===== src/rtl/eeprom_ctrl_pkg.sv =====
// Constants, types and command tables for the EEPROM host controller
`default_nettype none
package eeprom_ctrl_pkg;
    // ------------------------------------------------------------------
    // Timing
    // ------------------------------------------------------------------
    localparam int CLK_NS = 8;
    localparam int WE_GLITCH_NS = 5;
    localparam int WE_LOW_CYC = (WE_GLITCH_NS + CLK_NS - 1) / CLK_NS;
    localparam int READ_ACCESS_NS = 256;
    localparam int READ_CYC = (READ_ACCESS_NS + CLK_NS - 1) / CLK_NS;
    localparam int BYTE_LOAD_WINDOW_US = 100;
    localparam int BYTE_LOAD_WINDOW_CYC = BYTE_LOAD_WINDOW_US * 1000 / CLK_NS;
    localparam int PAGE_LOAD_TIMEOUT_US = 200;
    localparam int PAGE_LOAD_TIMEOUT_CYC =
        (PAGE_LOAD_TIMEOUT_US * 1000 + CLK_NS - 1) / CLK_NS;
    localparam int STABLE_READS = 3;
    // ------------------------------------------------------------------
    // Command series codes
    // ------------------------------------------------------------------
    localparam logic [15:0] CMD_ADDR1 = 16'h5555;
    localparam logic [15:0] CMD_ADDR2 = 16'h2AAA;
    localparam logic [7:0] UNLOCK_1 = 8'hAA;
    localparam logic [7:0] UNLOCK_2 = 8'h55;
    localparam logic [7:0] CMD_WRITE = 8'hA0;
    localparam logic [7:0] CMD_SETUP = 8'h80;
    localparam logic [7:0] CMD_GUARD_OFF = 8'h20;
    localparam logic [7:0] CMD_ID_ENTRY = 8'h90;
    localparam logic [7:0] CMD_ID_EXIT = 8'hF0;
    localparam int POLL_BIT = 7;
    localparam int TOGGLE_BIT = 6;
    // ------------------------------------------------------------------
    // Register map and fields
    // ------------------------------------------------------------------
    localparam logic [11:0] OFS_CTRL = 12'h000;
    localparam logic [11:0] OFS_ADDR = 12'h004;
    localparam logic [11:0] OFS_WDATA = 12'h008;
    localparam logic [11:0] OFS_STATUS = 12'h00C;
    localparam int ST_BUSY = 0;
    localparam int ST_DONE = 1;
    localparam int ST_GUARD = 2;
    localparam int ST_ID = 3;
    localparam int ST_RDATA = 8;
    typedef enum logic [2:0] {
        OP_READ, OP_PROT_WRITE, OP_PLAIN_WRITE, OP_GUARD_OFF,
        OP_ID_ENTRY, OP_ID_EXIT
    } op_t;
    typedef struct packed {
        logic [15:0] addr;
        logic [7:0] dq_out;
        logic dq_oe;
        logic ce_n;
        logic oe_n;
        logic we_n;
    } pins_t;
    typedef struct packed {
        logic [15:0] addr;
        logic [7:0] data;
    } load_t;
    localparam pins_t PINS_IDLE = '{16'h0000, 8'h00, 1'b0, 1'b1, 1'b1, 1'b1};

    // Number of byte loads that an operation issues
    function automatic logic [2:0] seq_len(op_t op);
        case (op)
            OP_PROT_WRITE: return 3'h4;
            OP_PLAIN_WRITE: return 3'h1;
            OP_GUARD_OFF: return 3'h6;
            OP_ID_ENTRY, OP_ID_EXIT: return 3'h3;
            default: return 3'h0;
        endcase
    endfunction : seq_len

    // Address and data of byte load idx of an operation
    function automatic load_t seq_load(op_t op, logic [2:0] idx,
                                       logic [15:0] ua, logic [7:0] ud);
        load_t l;
        l.addr = CMD_ADDR1;
        l.data = UNLOCK_1;
        case (idx)
            3'h1, 3'h4: begin
                l.addr = CMD_ADDR2;
                l.data = UNLOCK_2;
            end
            3'h2: begin
                case (op)
                    OP_PROT_WRITE: l.data = CMD_WRITE;
                    OP_GUARD_OFF: l.data = CMD_SETUP;
                    OP_ID_ENTRY: l.data = CMD_ID_ENTRY;
                    default: l.data = CMD_ID_EXIT;
                endcase
            end
            3'h5: l.data = CMD_GUARD_OFF;
            default: ;
        endcase
        if (op == OP_PLAIN_WRITE || (op == OP_PROT_WRITE && idx == 3'h3)) begin
            l.addr = ua;
            l.data = ud;
        end
        return l;
    endfunction : seq_load
endpackage : eeprom_ctrl_pkg
`default_nettype wire


===== src/rtl/eeprom_host_ctrl.sv =====
// APB-programmed host controller that drives a page-write EEPROM
//
// Local design decisions: the register addresses and the APB interface to the registers.
`default_nettype none
module eeprom_host_ctrl
    import eeprom_ctrl_pkg::*;
#(
    parameter int PAGE_WAIT_CYC = PAGE_LOAD_TIMEOUT_CYC
) (
    input wire logic clock,
    input wire logic reset_n,
    input wire logic psel,
    input wire logic penable,
    input wire logic pwrite,
    input wire logic [11:0] paddr,
    input wire logic [31:0] pwdata,
    output logic [31:0] prdata,
    output logic pready,
    output logic pslverr,
    output pins_t pins,
    input wire logic [7:0] dq_in
);
    // ------------------------------------------------------------------
    // Declarations
    // ------------------------------------------------------------------
    typedef enum logic [2:0] {
        S_IDLE, S_SETUP, S_WLOW, S_HOLD, S_WAIT, S_READ, S_GAP
    } state_t;
    state_t state_reg, state_next;
    op_t op_reg, op_next;
    logic [2:0] step_reg, step_next;
    logic [15:0] cnt_reg, cnt_next;
    logic [1:0] stable_reg, stable_next;
    logic prev_tog_reg, prev_tog_next;
    logic first_reg, first_next;
    logic polling_reg, polling_next;
    logic guard_reg, guard_next;
    logic id_reg, id_next;
    logic [7:0] rdata_reg, rdata_next;
    pins_t pins_reg, pins_next;
    logic [15:0] addr_reg, addr_next;
    logic [7:0] wdata_reg, wdata_next;
    logic done_reg, done_next;
    logic [31:0] prdata_reg, prdata_next;
    logic access, start, finish, mapped, valid_read;
    load_t cur_load;
    logic [15:0] read_addr;

    // ------------------------------------------------------------------
    // APB slave
    // ------------------------------------------------------------------
    assign access = psel && penable;
    assign mapped = paddr == OFS_CTRL || paddr == OFS_ADDR
        || paddr == OFS_WDATA || paddr == OFS_STATUS;
    assign pready = 1'b1;
    assign pslverr = access && !mapped;
    assign prdata = prdata_reg;
    // Orders are taken only while idle so a running series stays intact
    assign start = access && pwrite && paddr == OFS_CTRL
        && state_reg == S_IDLE;

    // Register writes, sticky done flag and read data captured at setup
    always_comb begin
        addr_next = addr_reg;
        wdata_next = wdata_reg;
        done_next = done_reg;
        prdata_next = prdata_reg;
        if (access && pwrite && state_reg == S_IDLE) begin
            if (paddr == OFS_ADDR) begin
                addr_next = pwdata[15:0];
            end
            if (paddr == OFS_WDATA) begin
                wdata_next = pwdata[7:0];
            end
        end
        if (access && pwrite && paddr == OFS_STATUS && pwdata[ST_DONE]) begin
            done_next = 1'b0;
        end
        if (finish) begin
            done_next = 1'b1; // Set beats a clear in the same cycle
        end
        if (psel && !penable) begin
            prdata_next = '0;
            case (paddr)
                OFS_CTRL: prdata_next[2:0] = op_reg;
                OFS_ADDR: prdata_next[15:0] = addr_reg;
                OFS_WDATA: prdata_next[7:0] = wdata_reg;
                OFS_STATUS: begin
                    prdata_next[ST_BUSY] = state_reg != S_IDLE;
                    prdata_next[ST_DONE] = done_reg;
                    prdata_next[ST_GUARD] = guard_reg;
                    prdata_next[ST_ID] = id_reg;
                    prdata_next[ST_RDATA +: 8] = rdata_reg;
                end
                default: ;
            endcase
        end
    end

    always_ff @(posedge clock or negedge reset_n) begin
        if (!reset_n) begin
            addr_reg <= 16'h0000;
            wdata_reg <= 8'h00;
            done_reg <= 1'b0;
            prdata_reg <= 32'h0000_0000;
        end else begin
            addr_reg <= addr_next;
            wdata_reg <= wdata_next;
            done_reg <= done_next;
            prdata_reg <= prdata_next;
        end
    end

    // ------------------------------------------------------------------
    // Pin sequencer
    // ------------------------------------------------------------------
    assign cur_load = seq_load(op_next, step_next, addr_reg, wdata_reg);
    // Disable series has no user byte, so poll the command address
    // Next op, so the first read cycle of a new order already has it
    assign read_addr = (op_next == OP_GUARD_OFF) ? CMD_ADDR1 : addr_reg;
    // Poll bit must match bit 7 of the written byte, except in the disable series, and the toggle bit must stop moving
    assign valid_read = first_reg && dq_in[TOGGLE_BIT] == prev_tog_reg
        && (op_reg == OP_GUARD_OFF || dq_in[POLL_BIT] == wdata_reg[POLL_BIT]);
    assign finish = (state_reg == S_HOLD && step_reg == seq_len(op_reg) - 3'h1
            && (op_reg == OP_ID_ENTRY || op_reg == OP_ID_EXIT))
        || (state_reg == S_READ && cnt_reg == 16'(READ_CYC - 1)
            && (!polling_reg || stable_next == 2'(STABLE_READS)));

    // Next state of the sequencer and the pins it drives
    always_comb begin
        state_next = state_reg;
        op_next = op_reg;
        step_next = step_reg;
        cnt_next = cnt_reg + 16'h0001;
        stable_next = stable_reg;
        prev_tog_next = prev_tog_reg;
        first_next = first_reg;
        polling_next = polling_reg;
        guard_next = guard_reg;
        id_next = id_reg;
        rdata_next = rdata_reg;
        case (state_reg)
            S_IDLE: begin
                if (start) begin
                    op_next = op_t'(pwdata[2:0]);
                    step_next = 3'h0;
                    cnt_next = 16'h0000;
                    polling_next = 1'b0;
                    first_next = 1'b0;
                    stable_next = 2'h0;
                    state_next = (seq_len(op_t'(pwdata[2:0])) == 3'h0)
                        ? S_READ : S_SETUP;
                end
            end
            S_SETUP: begin
                cnt_next = 16'h0000;
                state_next = S_WLOW;
            end
            S_WLOW: begin
                // Strobe held past the glitch filter width
                if (cnt_reg == 16'(WE_LOW_CYC - 1)) begin
                    state_next = S_HOLD;
                end
            end
            S_HOLD: begin
                cnt_next = 16'h0000;
                if (step_reg != seq_len(op_reg) - 3'h1) begin
                    step_next = step_reg + 3'h1;
                    state_next = S_SETUP;
                end else if (op_reg == OP_ID_ENTRY) begin
                    id_next = 1'b1;
                    state_next = S_IDLE;
                end else if (op_reg == OP_ID_EXIT) begin
                    id_next = 1'b0;
                    state_next = S_IDLE;
                end else begin
                    state_next = S_WAIT;
                end
            end
            S_WAIT: begin
                // Stay off the pins so the page load times out
                if (cnt_reg == 16'(PAGE_WAIT_CYC - 1)) begin
                    cnt_next = 16'h0000;
                    polling_next = 1'b1;
                    state_next = S_READ;
                end
            end
            S_READ: begin
                if (cnt_reg == 16'(READ_CYC - 1)) begin
                    rdata_next = dq_in;
                    prev_tog_next = dq_in[TOGGLE_BIT];
                    first_next = 1'b1;
                    // A match is trusted only after two more valid reads
                    stable_next = valid_read ? stable_reg + 2'h1 : 2'h0;
                    state_next = S_GAP;
                    // Same test as finish, kept local to avoid a comb loop
                    if (!polling_reg || stable_next == 2'(STABLE_READS)) begin
                        state_next = S_IDLE;
                        if (op_reg == OP_PROT_WRITE) begin
                            guard_next = 1'b1;
                        end
                        if (op_reg == OP_GUARD_OFF) begin
                            guard_next = 1'b0;
                        end
                    end
                end
            end
            S_GAP: begin
                cnt_next = 16'h0000;
                state_next = S_READ;
            end
            default: state_next = S_IDLE;
        endcase
        // Pins follow the next state so they leave straight from flops
        pins_next = PINS_IDLE;
        pins_next.addr = pins_reg.addr;
        case (state_next)
            S_SETUP, S_WLOW, S_HOLD: begin
                pins_next.addr = cur_load.addr;
                pins_next.dq_out = cur_load.data;
                pins_next.dq_oe = 1'b1;
                pins_next.ce_n = 1'b0;
                pins_next.we_n = state_next != S_WLOW;
            end
            S_READ: begin
                pins_next.addr = read_addr;
                pins_next.ce_n = 1'b0;
                pins_next.oe_n = 1'b0;
            end
            default: ;
        endcase
    end

    always_ff @(posedge clock or negedge reset_n) begin
        if (!reset_n) begin
            state_reg <= S_IDLE;
            op_reg <= OP_READ;
            step_reg <= 3'h0;
            cnt_reg <= 16'h0000;
            stable_reg <= 2'h0;
            prev_tog_reg <= 1'b0;
            first_reg <= 1'b0;
            polling_reg <= 1'b0;
            guard_reg <= 1'b0;
            id_reg <= 1'b0;
            rdata_reg <= 8'h00;
            pins_reg <= PINS_IDLE;
        end else begin
            state_reg <= state_next;
            op_reg <= op_next;
            step_reg <= step_next;
            cnt_reg <= cnt_next;
            stable_reg <= stable_next;
            prev_tog_reg <= prev_tog_next;
            first_reg <= first_next;
            polling_reg <= polling_next;
            guard_reg <= guard_next;
            id_reg <= id_next;
            rdata_reg <= rdata_next;
            pins_reg <= pins_next;
        end
    end
    assign pins = pins_reg;
endmodule : eeprom_host_ctrl
`default_nettype wire


===== config.mk =====
export PLATFORM = sky130hd
export DESIGN_NAME = eeprom_host_ctrl
export DESIGN_NICKNAME = d
export VERILOG_FILES = /design/src/rtl/eeprom_ctrl_pkg.sv /design/src/rtl/eeprom_host_ctrl.sv
export SDC_FILE = /design/constraint.sdc
export NUM_CORES = 1
export LEC_CHECK = 0
export BUFFER_PORTS_ARGS = -buffer_cell sky130_fd_sc_hd__buf_2
export CAP_MARGIN = 20
export CELL_PAD_IN_SITES_DETAIL_PLACEMENT = 1
export CELL_PAD_IN_SITES_GLOBAL_PLACEMENT = 2
export CORE_MARGIN = 3
export CORE_UTILIZATION = 39
export CTS_BUF_LIST = sky130_fd_sc_hd__clkbuf_4 sky130_fd_sc_hd__clkbuf_8
export CTS_CLUSTER_SIZE = 12
export DETAILED_ROUTE_END_ITERATION = 6
export GPL_TIMING_DRIVEN = 0
export HOLD_SLACK_MARGIN = 0.02
export PLACE_DENSITY = 0.95
export SETUP_SLACK_MARGIN = 0.2
export SYNTH_ARGS = -nofsm -noshare
export SYNTH_HDL_FRONTEND = slang
export SYNTH_SLANG_ARGS = --single-unit
export TNS_END_PERCENT = 50

===== constraint.sdc =====
create_clock -name clock -period 5.11 [get_ports clock]
set_clock_uncertainty 0.05 [all_clocks]
set_input_delay 0 -clock clock [delete_from_list [all_inputs] [get_ports clock]]
set_output_delay 0 -clock clock [all_outputs]
set_load 0.05 [all_outputs]

**Word-level counts from Yosys, hierarchy flattened**

Cells that the tools add are included.

- Input bits: 57
- Flip-flop bits (word level): 109
- Word-level logic and storage cells: 175
- Output and inout port bits: 62

- Reductions and logical operators: 52
- Add/sub/neg operators: 5
- Multiplexer cells: 52
- Bitwise operators: 1
- Equality and inequality tests: 44

Operators with widths:

| operator | count |
|---|---|
| 16-bit 2-to-1 mux | 3 |
| 3-bit 2-to-1 mux | 16 |
| 16-bit one-hot mux with 3 select lines | 1 |
| 3-bit by 2-bit == test with 1-bit output, second input constant | 12 |
| 3-bit one-hot mux with 4 select lines | 3 |
| 3-bit == test, second input constant | 11 |
| 16-bit one-hot mux with 2 select lines | 1 |
| 12-bit by 4-bit == test with 1-bit output, second input constant | 2 |
| 24-bit 2-to-1 mux | 1 |
| 8-bit one-hot mux with 3 select lines | 1 |
| 3-bit one-hot mux with 7 select lines | 1 |
| 7-bit one-hot mux with 3 select lines | 1 |
| 3-bit by 1-bit == test with 1-bit output, second input constant | 6 |
| 16-bit by 1-bit adder with 16-bit output, second input constant | 1 |
| 16-bit by 15-bit == test with 1-bit output, second input constant | 1 |
| 16-bit by 5-bit == test with 1-bit output, second input constant | 1 |
| 1-bit logical AND | 16 |
| 16-bit zero test | 1 |
| 8-bit one-hot mux with 2 select lines | 1 |
| 15-bit 2-to-1 mux | 1 |
| 12-bit by 3-bit == test with 1-bit output, second input constant | 1 |
| 12-bit zero test | 1 |
| 1-bit 2-to-1 mux | 12 |
| 2-bit nonzero test | 6 |
| other kinds (28) | 53 |

**Logic depth before layout (Yosys ltp)**

Gate-level depths: netlist of the first run.

- Word-level depth: 13
- Mapped depth: 12

**Worst setup path after synthesis of the first run**

Ideal clock, no wire load.

- Path type: register to register
- From: register op_reg[1]
- To: register pins_reg (netlist bit pins[10])
- Path buffers: 0
- Path slack: 2.211 ns
- Period minus slack after synthesis: 2.899 ns
- Required time: 4.938 ns
- Setup time: 0.122 ns
- Data arrival time: 2.727 ns
- Cell stages (with the launch flop): 11
- Path through: dfrtp_1 -> inv_1 -> ha_1 -> or2_2 -> o211a_1 -> a31oi_1 -> mux2i_1 -> and2_1 -> nor3_2 -> or4_1 -> o2111a_1

RTL lines:

| element | line | source |
|---|---|---|
| start, declared | eeprom_host_ctrl.sv:30 | `op_t op_reg, op_next;` |
| start signal, assigned | eeprom_host_ctrl.sv:250 | `op_reg <= op_next;` |
| end signal, assigned | eeprom_host_ctrl.sv:260 | `pins_reg <= pins_next;` |
| end, declared | eeprom_host_ctrl.sv:40 | `pins_t pins_reg, pins_next;` |

**Worst setup path in the final report of the first run**

- From: register op_reg[1]
- To: register pins_reg (netlist bit pins[24])

- Longest elaborated chain between the ends: 13
- Elaborated cells between the ends (all ways): 44

Ends and longest elaborated chain:

| element | line | source |
|---|---|---|
| 3-bit == test | eeprom_ctrl_pkg.sv:64 | `case (op)` |
| 2-bit OR reduction | eeprom_ctrl_pkg.sv:64 |  |
| 3-bit one-hot mux with 4 select lines (*) | eeprom_ctrl_pkg.sv:64 |  |
| 3-bit 2-to-1 mux (*) | eeprom_host_ctrl.sv:142 | `case (state_reg)` |
| 3-bit by 1-bit subtractor with 3-bit output (*) | eeprom_host_ctrl.sv:167 | `if (step_reg != seq_len(op_reg) - 3'h1) begin` |
| 3-bit != test (*) | eeprom_host_ctrl.sv:167 |  |
| 3-bit 2-to-1 mux (*) | eeprom_host_ctrl.sv:167 |  |
| 3-bit one-hot mux with 2 select lines (*) | eeprom_host_ctrl.sv:142 |  |
| net step_next[2] | eeprom_host_ctrl.sv:31 | `logic [2:0] step_reg, step_next;` |
| 3-bit by 1-bit == test with 1-bit output, or another cell as far along | eeprom_ctrl_pkg.sv:79 | `case (idx)` |
| 2-bit OR reduction / 1-bit logical AND (equally long branches) | eeprom_ctrl_pkg.sv:79, eeprom_ctrl_pkg.sv:95 |  |
| 15-bit 2-to-1 mux / 1-bit logical OR (equally long branches) | eeprom_ctrl_pkg.sv:79, eeprom_ctrl_pkg.sv:95 |  |
| 24-bit 2-to-1 mux (*) | eeprom_ctrl_pkg.sv:95 | `if (op == OP_PLAIN_WRITE \|\| (op == OP_PROT_WRITE && idx == 3'h3)) begin` |
| 16-bit one-hot mux with 2 select lines (*) | eeprom_host_ctrl.sv:217 | `case (state_next)` |

The timed path passes the listed nets; every way through them passes the cells marked *. The select of a mux whose other input is x is not followed.
A chain may end at the register's enable or synchronous reset.

==> results of run 1 <==
## power breakdown
part | switching, mW | total [mW] | internal [mW]
registers | 0.0264 | 0.902 | 0.875
clock network | 0.319 | 0.561 | 0.243
logic | 0.0990 | 0.163 | 0.0645
## Yosys cell counts (3+ instances only)
master / count
and3_1: 7
a221o_1: 7
nand3_1: 19
mux4_2: 3
nand4_1: 5
nor3_1: 6
nor2_1: 29
mux2_2: 32
a31oi_1: 5
nand2_1: 50
buf_4: 17
o21ai_0: 26
o221a_2: 9
clkbuf_1: 13
and3b_1: 3
nor4_1: 4
a21oi_1: 8
nand3b_1: 3
xnor2_1: 8
dfrtp_1: 105
nor2b_1: 3
a31o_2: 4
nand2b_1: 3
ha_1: 5
a22oi_1: 4
buf_2: 3
o211a_1: 3
or3_1: 4
xor2_1: 10
dfstp_2: 3
inv_1: 17
mux2i_1: 12
## final cells by class
| class | instances | share of cell area (%) |
|---|---|---|
| inverter | 19 | 1.10 |
| clock inverter | 6 | 1.17 |
| clock buffer | 10 | 2.02 |
| buffer | 35 | 3.17 |
| sequential | 108 | 41.6 |
| timing repair buffer | 109 | 10.7 |
| tap | 176 | 3.38 |
| multi-input combinational | 334 | 36.8 |
| antenna | 3 | 0.115 |
## through the flow
step / area (um^2) / total power, mW
floorplan: 5380 / 1.01
global placement: 6010 / 1.06
detailed placement: 6040 / 1.07
CTS: 6500 / 1.64
global route: 6500 / 1.71
finish: 6510 / 1.63
## per-layer routing
| layer | vias to the layer above | global-route usage, % | part of all wire [%] |
|---|---|---|---|
| met5 | - | 0 | 0 |
| met2 | 111 | 35.5 | 52 |
| met4 | 0 | 7.00 | 2.4 |
| met1 | 2098 | 25.0 | 41 |
| met3 | 21 | 5.25 | 5.0 |
| li1 | 1969 | - | - |
## worst paths after layout
kind	startpoint	slack, ns	end	depth (start not counted)
max reg2reg	op_reg[1]	1.44	pins[24]	10
max	op_reg[1]	1.44	pins[24]	10
min	psel	0.05	prdata[3]	3
min reg2reg	prdata[3]	0.44	prdata[3]	2
min in group asynchronous	reset_n	0.09	pins[8]	2
max in group asynchronous	reset_n	4.19	rdata_reg[0]	3
## logic make-up (layout without fill, tap and decap cells)
kind of cell | Yosys count | in the layout | synth area share, %
AOI/OAI and AO/OA | 89 | 89 | 13.3
xor gates and xnor gates | 19 | 19 | 3.27
adders and majority gates | 5 | 5 | 1.18
buffers and inverters | 54 | 179 | 5.22
DFF | 108 | 108 | 50.9
muxes | 48 | 48 | 10.6
other | 2 | 20 | 0.141
and+or+nand+nor | 156 | 156 | 15.4
## tightest hold or removal path, stage by stage
cell      delay (ns)
buf_2           0.12
nand2b_1        0.22
o21ai_0         0.13
## timing repair
| item | CTS | global route |
|---|---|---|
| endpoints found under the setup margin | 0 | 0 |
| buffers inserted | 0 | 0 |
| endpoints found under the hold margin | 81 | 0 |
| hold buffers | 25 | 0 |
==> results.py, run 1 <==
metrics = {
    "critical_path": {
        "critical_path_data_required_time_ns": 5.34,
        "critical_path.slowest_cell": "mux2i_1",
        "worstPathCellList": "inv_1, ha_1, or2_2, o211a_1, a31oi_1, mux2i_1, nor2_2, nor3_2, nand3_1, o221a_2",
        "setup.worst_path.end_class": "flop",
        "critPathTopFamily": "simple AND/OR/NAND/NOR gates",
        "critical_path_class": "reg2reg",
        "worst_setup_path_start_kind": "flop",
        "max_stage_delay_on_crit_path_ns": 0.58,
        "critical_path_arrival_ns": 3.90,
        "biggest_fanout_along_the_worst_timing_path": 10,
        "critical_path.n_buffers_inverters": 1,
    },
    "timing": {
        "hold-worst-slack_ns": 0.0531,
        "finalWorstSetupSlack_ns": 1.44,
        "hold_violations": 0,
        "slew_headroom_pct": 38.4,
        "fin_crit_sh_pct": 71.8,
        "clock.fmax_mhz": 272,
        "finalSetupTns_ns": 0,
        "min_tclk_post_route_ns": 3.67,
        "final-setup-viol-count": 0,
        "worst_slew_pin_slew_ns": 0.916,
        "rsz0062_at_grt": "no",
        "report.final.slew_viol_count": 0,
    },
    "detailed_routing": {
        "drt.antenna.violating_nets": 0,
        "detailedRoute.firstPassIterationCount": 4,
        "avgViaCountPerCell": 5.25,
        "drcViolationCount": 0,
        "drtIter0Drc": 223,
        "drt_wl_total_um": 15200,
        "average_wire_per_cell_in_the_routed_design_um": 19.1,
        "via_count": 4199,
    },
    "synth": {
        "netlist-cell-type-count": 71,
        "yosys_most_used_dff": "dfrtp_1",
        "yosys-top-cells-area": "dfrtp_1 49%, mux2_2 6.8%, nand2_1 3.5%",
        "ys.warnings.count": 0,
        "edff_count_synth": 0,
        "synth_sequential_area_ratio_pct": 50.9,
        "postSynthRegisterBits": 108,
        "postSynth.asyncResetShare_pct": 100,
        "post_synthesis_mean_instance_area_um2": 11.1,
        "synth_largest_type_area_fraction_pct": 49.4,
        "syn_area_um2": 5320,
        "yosysTopAreaCell": "dfrtp_1",
        "syn_inst": 481,
    },
    "clock_tree": {
        "cts.reportedPaths.clkPinSlew_ns": 0.11,
        "cts-root-buf": "clkbuf_8",
        "tritoncts": "done",
        "post_cts_resized": 0,
        "cts_bufs_inserted": 9,
        "tritoncts_num_sinks": 108,
        "clock_tree.buffer_depth": 2,
        "cts_max_level": 3,
        "clk_latency_ns": 0.40,
    },
    "power_and_ir_drop": {
        "max-vdd-ir-drop_v": 0.000196,
        "power_density_nw_per_um2": 250,
        "total_leakage_power_nw": 3.17,
    },
    "cells_and_area": {
        "drive_gt1_share_pct": 30.8,
        "multi_input_area_um2": 2390,
        "largest_reg_flops": 28,
        "layout_common_cells": "105 x dfrtp_1, 85 x buf_2, 50 x nand2_1",
        "final-seq-area_um2": 2710,
        "final.fill_count": 1489,
        "most_common_cell_after_layout_fill_and_taps_aside": "dfrtp_1",
        "final_net_count": 678,
        "fin_util_pct": 48.9,
        "areaGrowthSynthToFinish_pct": 22.3,
        "final_instance_count_without_filler_cells": 800,
    },
    "status": {
        "outcome": "finished clean",
    },
    "placed_design": {
        "worst_setup_slack_before_clock_tree_synthesis_ns": 1.53,
        "placed_cells": 756,
        "routabilityCongestion": 0.839,
        "port-buffer-count": 83,
        "dp_hpwl_um": 11000,
    },
    "floorplan": {
        "design.core.area_um2": 13300,
        "floorplan.io_pins": 119,
        "die_w_um": 123,
        "floorplan.die_area_um2": 15100,
        "row_count": 42,
        "die_h_um": 123,
        "floorplan.initialDensity_pct": 40.0,
    },
    "global_routing": {
        "track_usage_pct": 20.6,
        "grt_antenna_before_repair": 2,
        "first_pass_grt_wire_length_um": 23700,
        "global_route_congestion_overflow_total": 0,
        "pin_count_of_the_biggest_net_entering_global_routing": 67,
        "grt_pass1_vias": 4502,
    },
    "flow_run": {
        "timing.max_cap.violations": 0,
    },
    "hold_path": {
        "min-delay-path-class": "in2reg",
    },
}
Note: power is estimated with default switching activity, not from simulation.
==> inputs of run 2 (changes only) <==
--- a/config.mk
+++ b/config.mk
@@ -5,12 +5,13 @@
 export SDC_FILE = /design/constraint.sdc
 export NUM_CORES = 1
 export LEC_CHECK = 0
+export ABC_AREA = 1
 export BUFFER_PORTS_ARGS = -buffer_cell sky130_fd_sc_hd__buf_2
 export CAP_MARGIN = 20
 export CELL_PAD_IN_SITES_DETAIL_PLACEMENT = 1
 export CELL_PAD_IN_SITES_GLOBAL_PLACEMENT = 2
 export CORE_MARGIN = 3
-export CORE_UTILIZATION = 39
+export CORE_UTILIZATION = 33
 export CTS_BUF_LIST = sky130_fd_sc_hd__clkbuf_4 sky130_fd_sc_hd__clkbuf_8
 export CTS_CLUSTER_SIZE = 12
 export DETAILED_ROUTE_END_ITERATION = 6
==> constraint.sdc (replaced) <==
create_clock -name clock -period 3.6 [get_ports clock]
set_clock_uncertainty 0.05 [all_clocks]
set_input_delay 0 -clock clock [delete_from_list [all_inputs] [get_ports clock]]
set_output_delay 0 -clock clock [all_outputs]
set_load 0.05 [all_outputs]
==> run 2 against run 1 <==
  * Routed wire length is 12% higher
  * Sequential cell count stayed put
  * Sequential power rose by 34%
  * Register-to-register slack worse by 0.66 ns
  * First-iteration DRC count up 30%
  * Cell area up 6.5%
  * Total power rose by 40%
  * Non-clock buffer count decreased by 2
  * Clock-buffer cell count is 1 lower
  * Maximum frequency grew 30%
  * Critical path type unchanged
  * Largest cell class unchanged
==> results.py, run 2 <==
metrics = {
    "timing": {
        "fin_crit_sh_pct": 78.2,
        "slew_headroom_pct": 63.8,
        "clock.fmax_mhz": 355,
        "finalSetupTns_ns": 0,
        "report.final.slew_viol_count": 0,
        "final-setup-viol-count": 0,
        "min_tclk_post_route_ns": 2.82,
        "rsz0062_at_grt": "no",
        "hold_violations": 0,
        "worst_slew_pin_slew_ns": 0.543,
    },
    "global_routing": {
        "grtUsageMet3_pct": 3.31,
        "grt_antenna_before_repair": 0,
        "track_usage_pct": 18.7,
        "grt_met2_usage_pct": 30.0,
        "pin_count_of_the_biggest_net_entering_global_routing": 69,
        "met1_usage_pct": 26.1,
        "first_pass_grt_wire_length_um": 27100,
        "grt_busiest_layer": "met2",
        "global_route_congestion_overflow_total": 0,
        "grt_pass1_vias": 5156,
    },
    "cells_and_area": {
        "most_common_cell_after_layout_fill_and_taps_aside": "nand2_1",
        "drive_gt1_share_pct": 20.4,
        "antenna_cells_inserted": 0,
        "final.fill_count": 2065,
        "areaGrowthSynthToFinish_pct": 23.1,
        "largest_reg_flops": 28,
        "layout_common_cells": "180 x nand2_1, 105 x dfrtp_1, 97 x inv_1",
        "fin_util_pct": 41.7,
        "final_net_count": 897,
    },
    "detailed_routing": {
        "average_wire_per_cell_in_the_routed_design_um": 16.1,
        "drtIter0Drc": 290,
        "via_count": 5036,
        "detailedRoute.firstPassIterationCount": 4,
        "avgViaCountPerCell": 4.75,
        "drt.antenna.violating_nets": 0,
        "drt_wl_total_um": 17000,
        "drcViolationCount": 0,
    },
    "flow_run": {
        "timing.max_cap.violations": 0,
    },
    "critical_path": {
        "worst_r2r_path_depth": 15,
        "r2r_slack_ns": 0.78,
        "critical_path_class": "reg2reg",
        "critical_path.slowest_cell": "dfrtp_1",
        "beginning_of_the_worst_register_to_register_path": "op_reg[1]",
        "setup.worst_path.start": "op_reg[1]",
        "worstPathCellList": "inv_1, ha_1, xnor2_1, nand3_1, nand2_1, nand2_1, nand2_1, nor2_1, a21oi_1, nand2_1, nand2_1, nand2_1, nand3_2, nand2_1, a21oi_1",
        "rr_endpoint": "pins[6]",
        "critical_path_data_required_time_ns": 3.86,
        "timing.critical_path.mode_cell": "nand2_1",
        "worst_setup_path_start_kind": "flop",
        "biggest_fanout_along_the_worst_timing_path": 10,
        "critical_path_arrival_ns": 3.07,
        "setup.worst_path.end_class": "flop",
        "max_stage_delay_on_crit_path_ns": 0.43,
    },
    "power_and_ir_drop": {
        "power_density_nw_per_um2": 328,
        "power.share.clock_pct": 39.8,
        "power.sequential.fraction_pct": 53.3,
        "total_leakage_power_nw": 3.69,
        "max-vdd-ir-drop_v": 0.000241,
        "netSwitchingFraction_pct": 26.2,
        "p_comb_share_pct": 6.9,
        "switchingPower_mw": 0.596,
        "cell_internal_power_mw": 1.68,
    },
    "synth": {
        "postSynthRegisterBits": 108,
        "ys.warnings.count": 0,
        "post_synthesis_mean_instance_area_um2": 8.09,
        "postSynth.asyncResetShare_pct": 100,
        "edff_count_synth": 0,
        "yosys_most_used_dff": "dfrtp_1",
        "synth_sequential_area_ratio_pct": 48.1,
        "syn_area_um2": 5630,
        "syn_inst": 696,
        "netlist-cell-type-count": 47,
        "yosys-top-cells-area": "dfrtp_1 47%, nand2_1 12%, inv_1 6.5%",
        "synth_largest_type_area_fraction_pct": 46.7,
        "synth_most_common_cell": "nand2_1",
        "ranking_of_synthesized_cells_by_instance_count": "180 x nand2_1, 105 x dfrtp_1, 97 x inv_1",
        "yosysTopAreaCell": "dfrtp_1",
    },
    "floorplan": {
        "floorplan.initialDensity_pct": 33.8,
        "floorplan.io_pins": 119,
        "die_w_um": 137,
        "row_count": 47,
        "die_h_um": 137,
        "floorplan.die_area_um2": 18700,
        "design.core.area_um2": 16600,
    },
    "status": {
        "outcome": "finished clean",
    },
    "clock_tree": {
        "cts.reportedPaths.clkPinSlew_ns": 0.12,
        "clk_latency_ns": 0.41,
        "tritoncts_num_sinks": 108,
        "cts_bufs_inserted": 9,
        "tritoncts": "done",
        "clock_tree.buffer_depth": 2,
        "cts-root-buf": "clkbuf_8",
        "cts_max_level": 3,
    },
    "placed_design": {
        "routabilityCongestion": 0.763,
        "dp_hpwl_um": 12400,
        "port-buffer-count": 85,
    },
    "hold_path": {
        "min-delay-path-class": "in2async",
    },
}
[run 2: final cells by class]
cell class                      instances  area (um^2)  area share (%)
Buffer                                 29          195            2.82
Timing Repair Buffer                  113          729            10.5
Tap cell                              220          275            3.97
Clock buffer                            9          124            1.79
Sequential cell                       108         2710            39.0
Clock inverter                          7          118            1.70
Multi-Input combinational cell        470         2390            34.5
Inverter                              104          390            5.63
[run 2: cell families (layout without fill, tap and decap cells)]
family          count (synthesis)  in the layout  synth area share, %
compound gates                118            118                 11.7
other cells                     2             17                0.133
mux                             8              8                 1.60
fa+ha+maj                       5              5                 1.11
flops                         108            108                 48.1
simple gates                  315            315                 25.9
xor+xnor                        7              7                 1.09
buf+inv                       133            262                 10.4
[run 2: metal layers]
metal	up-vias	routed length, um
met2	108	7950
li1	2480	-
met1	2435	8010
met3	13	830
met4	0	240
met5	-	0
[run 2: worst max-delay path, delay by kind of cell, from the launching register on]
kind	cells	cell delay, ns
simple gates	10	1.14
fa+ha+maj	1	0.27
buf+inv	1	0.17
xor+xnor	1	0.20
compound gates	2	0.47
flops	1	0.43
[run 2: worst max-delay path by stage]
stage	endpoint	slack [ns]	depth (start not counted)
CTS	pins[10]	0.77	14
detailed placement	pins[10]	0.81	14
floorplan	pins[21]	1.34	15
global route	pins[6]	0.50	15
finish	pins[6]	0.78	15
global placement	pins[23]	0.87	13
[run 2: stage by stage]
stage | total power, mW | hold slack, ns | cell area [um^2] | worst slack [ns] | instances
detailed placement | 1.37 | -0.0892 | 6420 | 0.805 | 1017
CTS | 2.29 | 0.0385 | 6930 | 0.766 | 1060
global placement | 1.37 | 0.165 | 6390 | 0.872 | 1016
global route | 2.37 | 0.0539 | 6930 | 0.499 | 1060
floorplan | 1.31 | -0.346 | 5690 | 1.34 | 711
finish | 2.28 | 0.0321 | 6930 | 0.783 | 1060
[run 2: power groups by stage]
stage	clock (mW)	combinational [mW]	sequential, mW
3_3_place_gp	0	0.130	1.24
6_report	0.907	0.157	1.21
5_1_grt	0.986	0.171	1.21
3_5_place_dp	0	0.135	1.24
2_1_floorplan	0	0.0721	1.24
4_1_cts	0.923	0.158	1.21
[run 2: repair_timing]
| action | in CTS | in global routing |
|---|---|---|
| endpoints found under the hold margin | 147 | 0 |
| hold buffers | 27 | 0 |
| setup buffers | 0 | 0 |
| gates resized for setup | 0 | 0 |
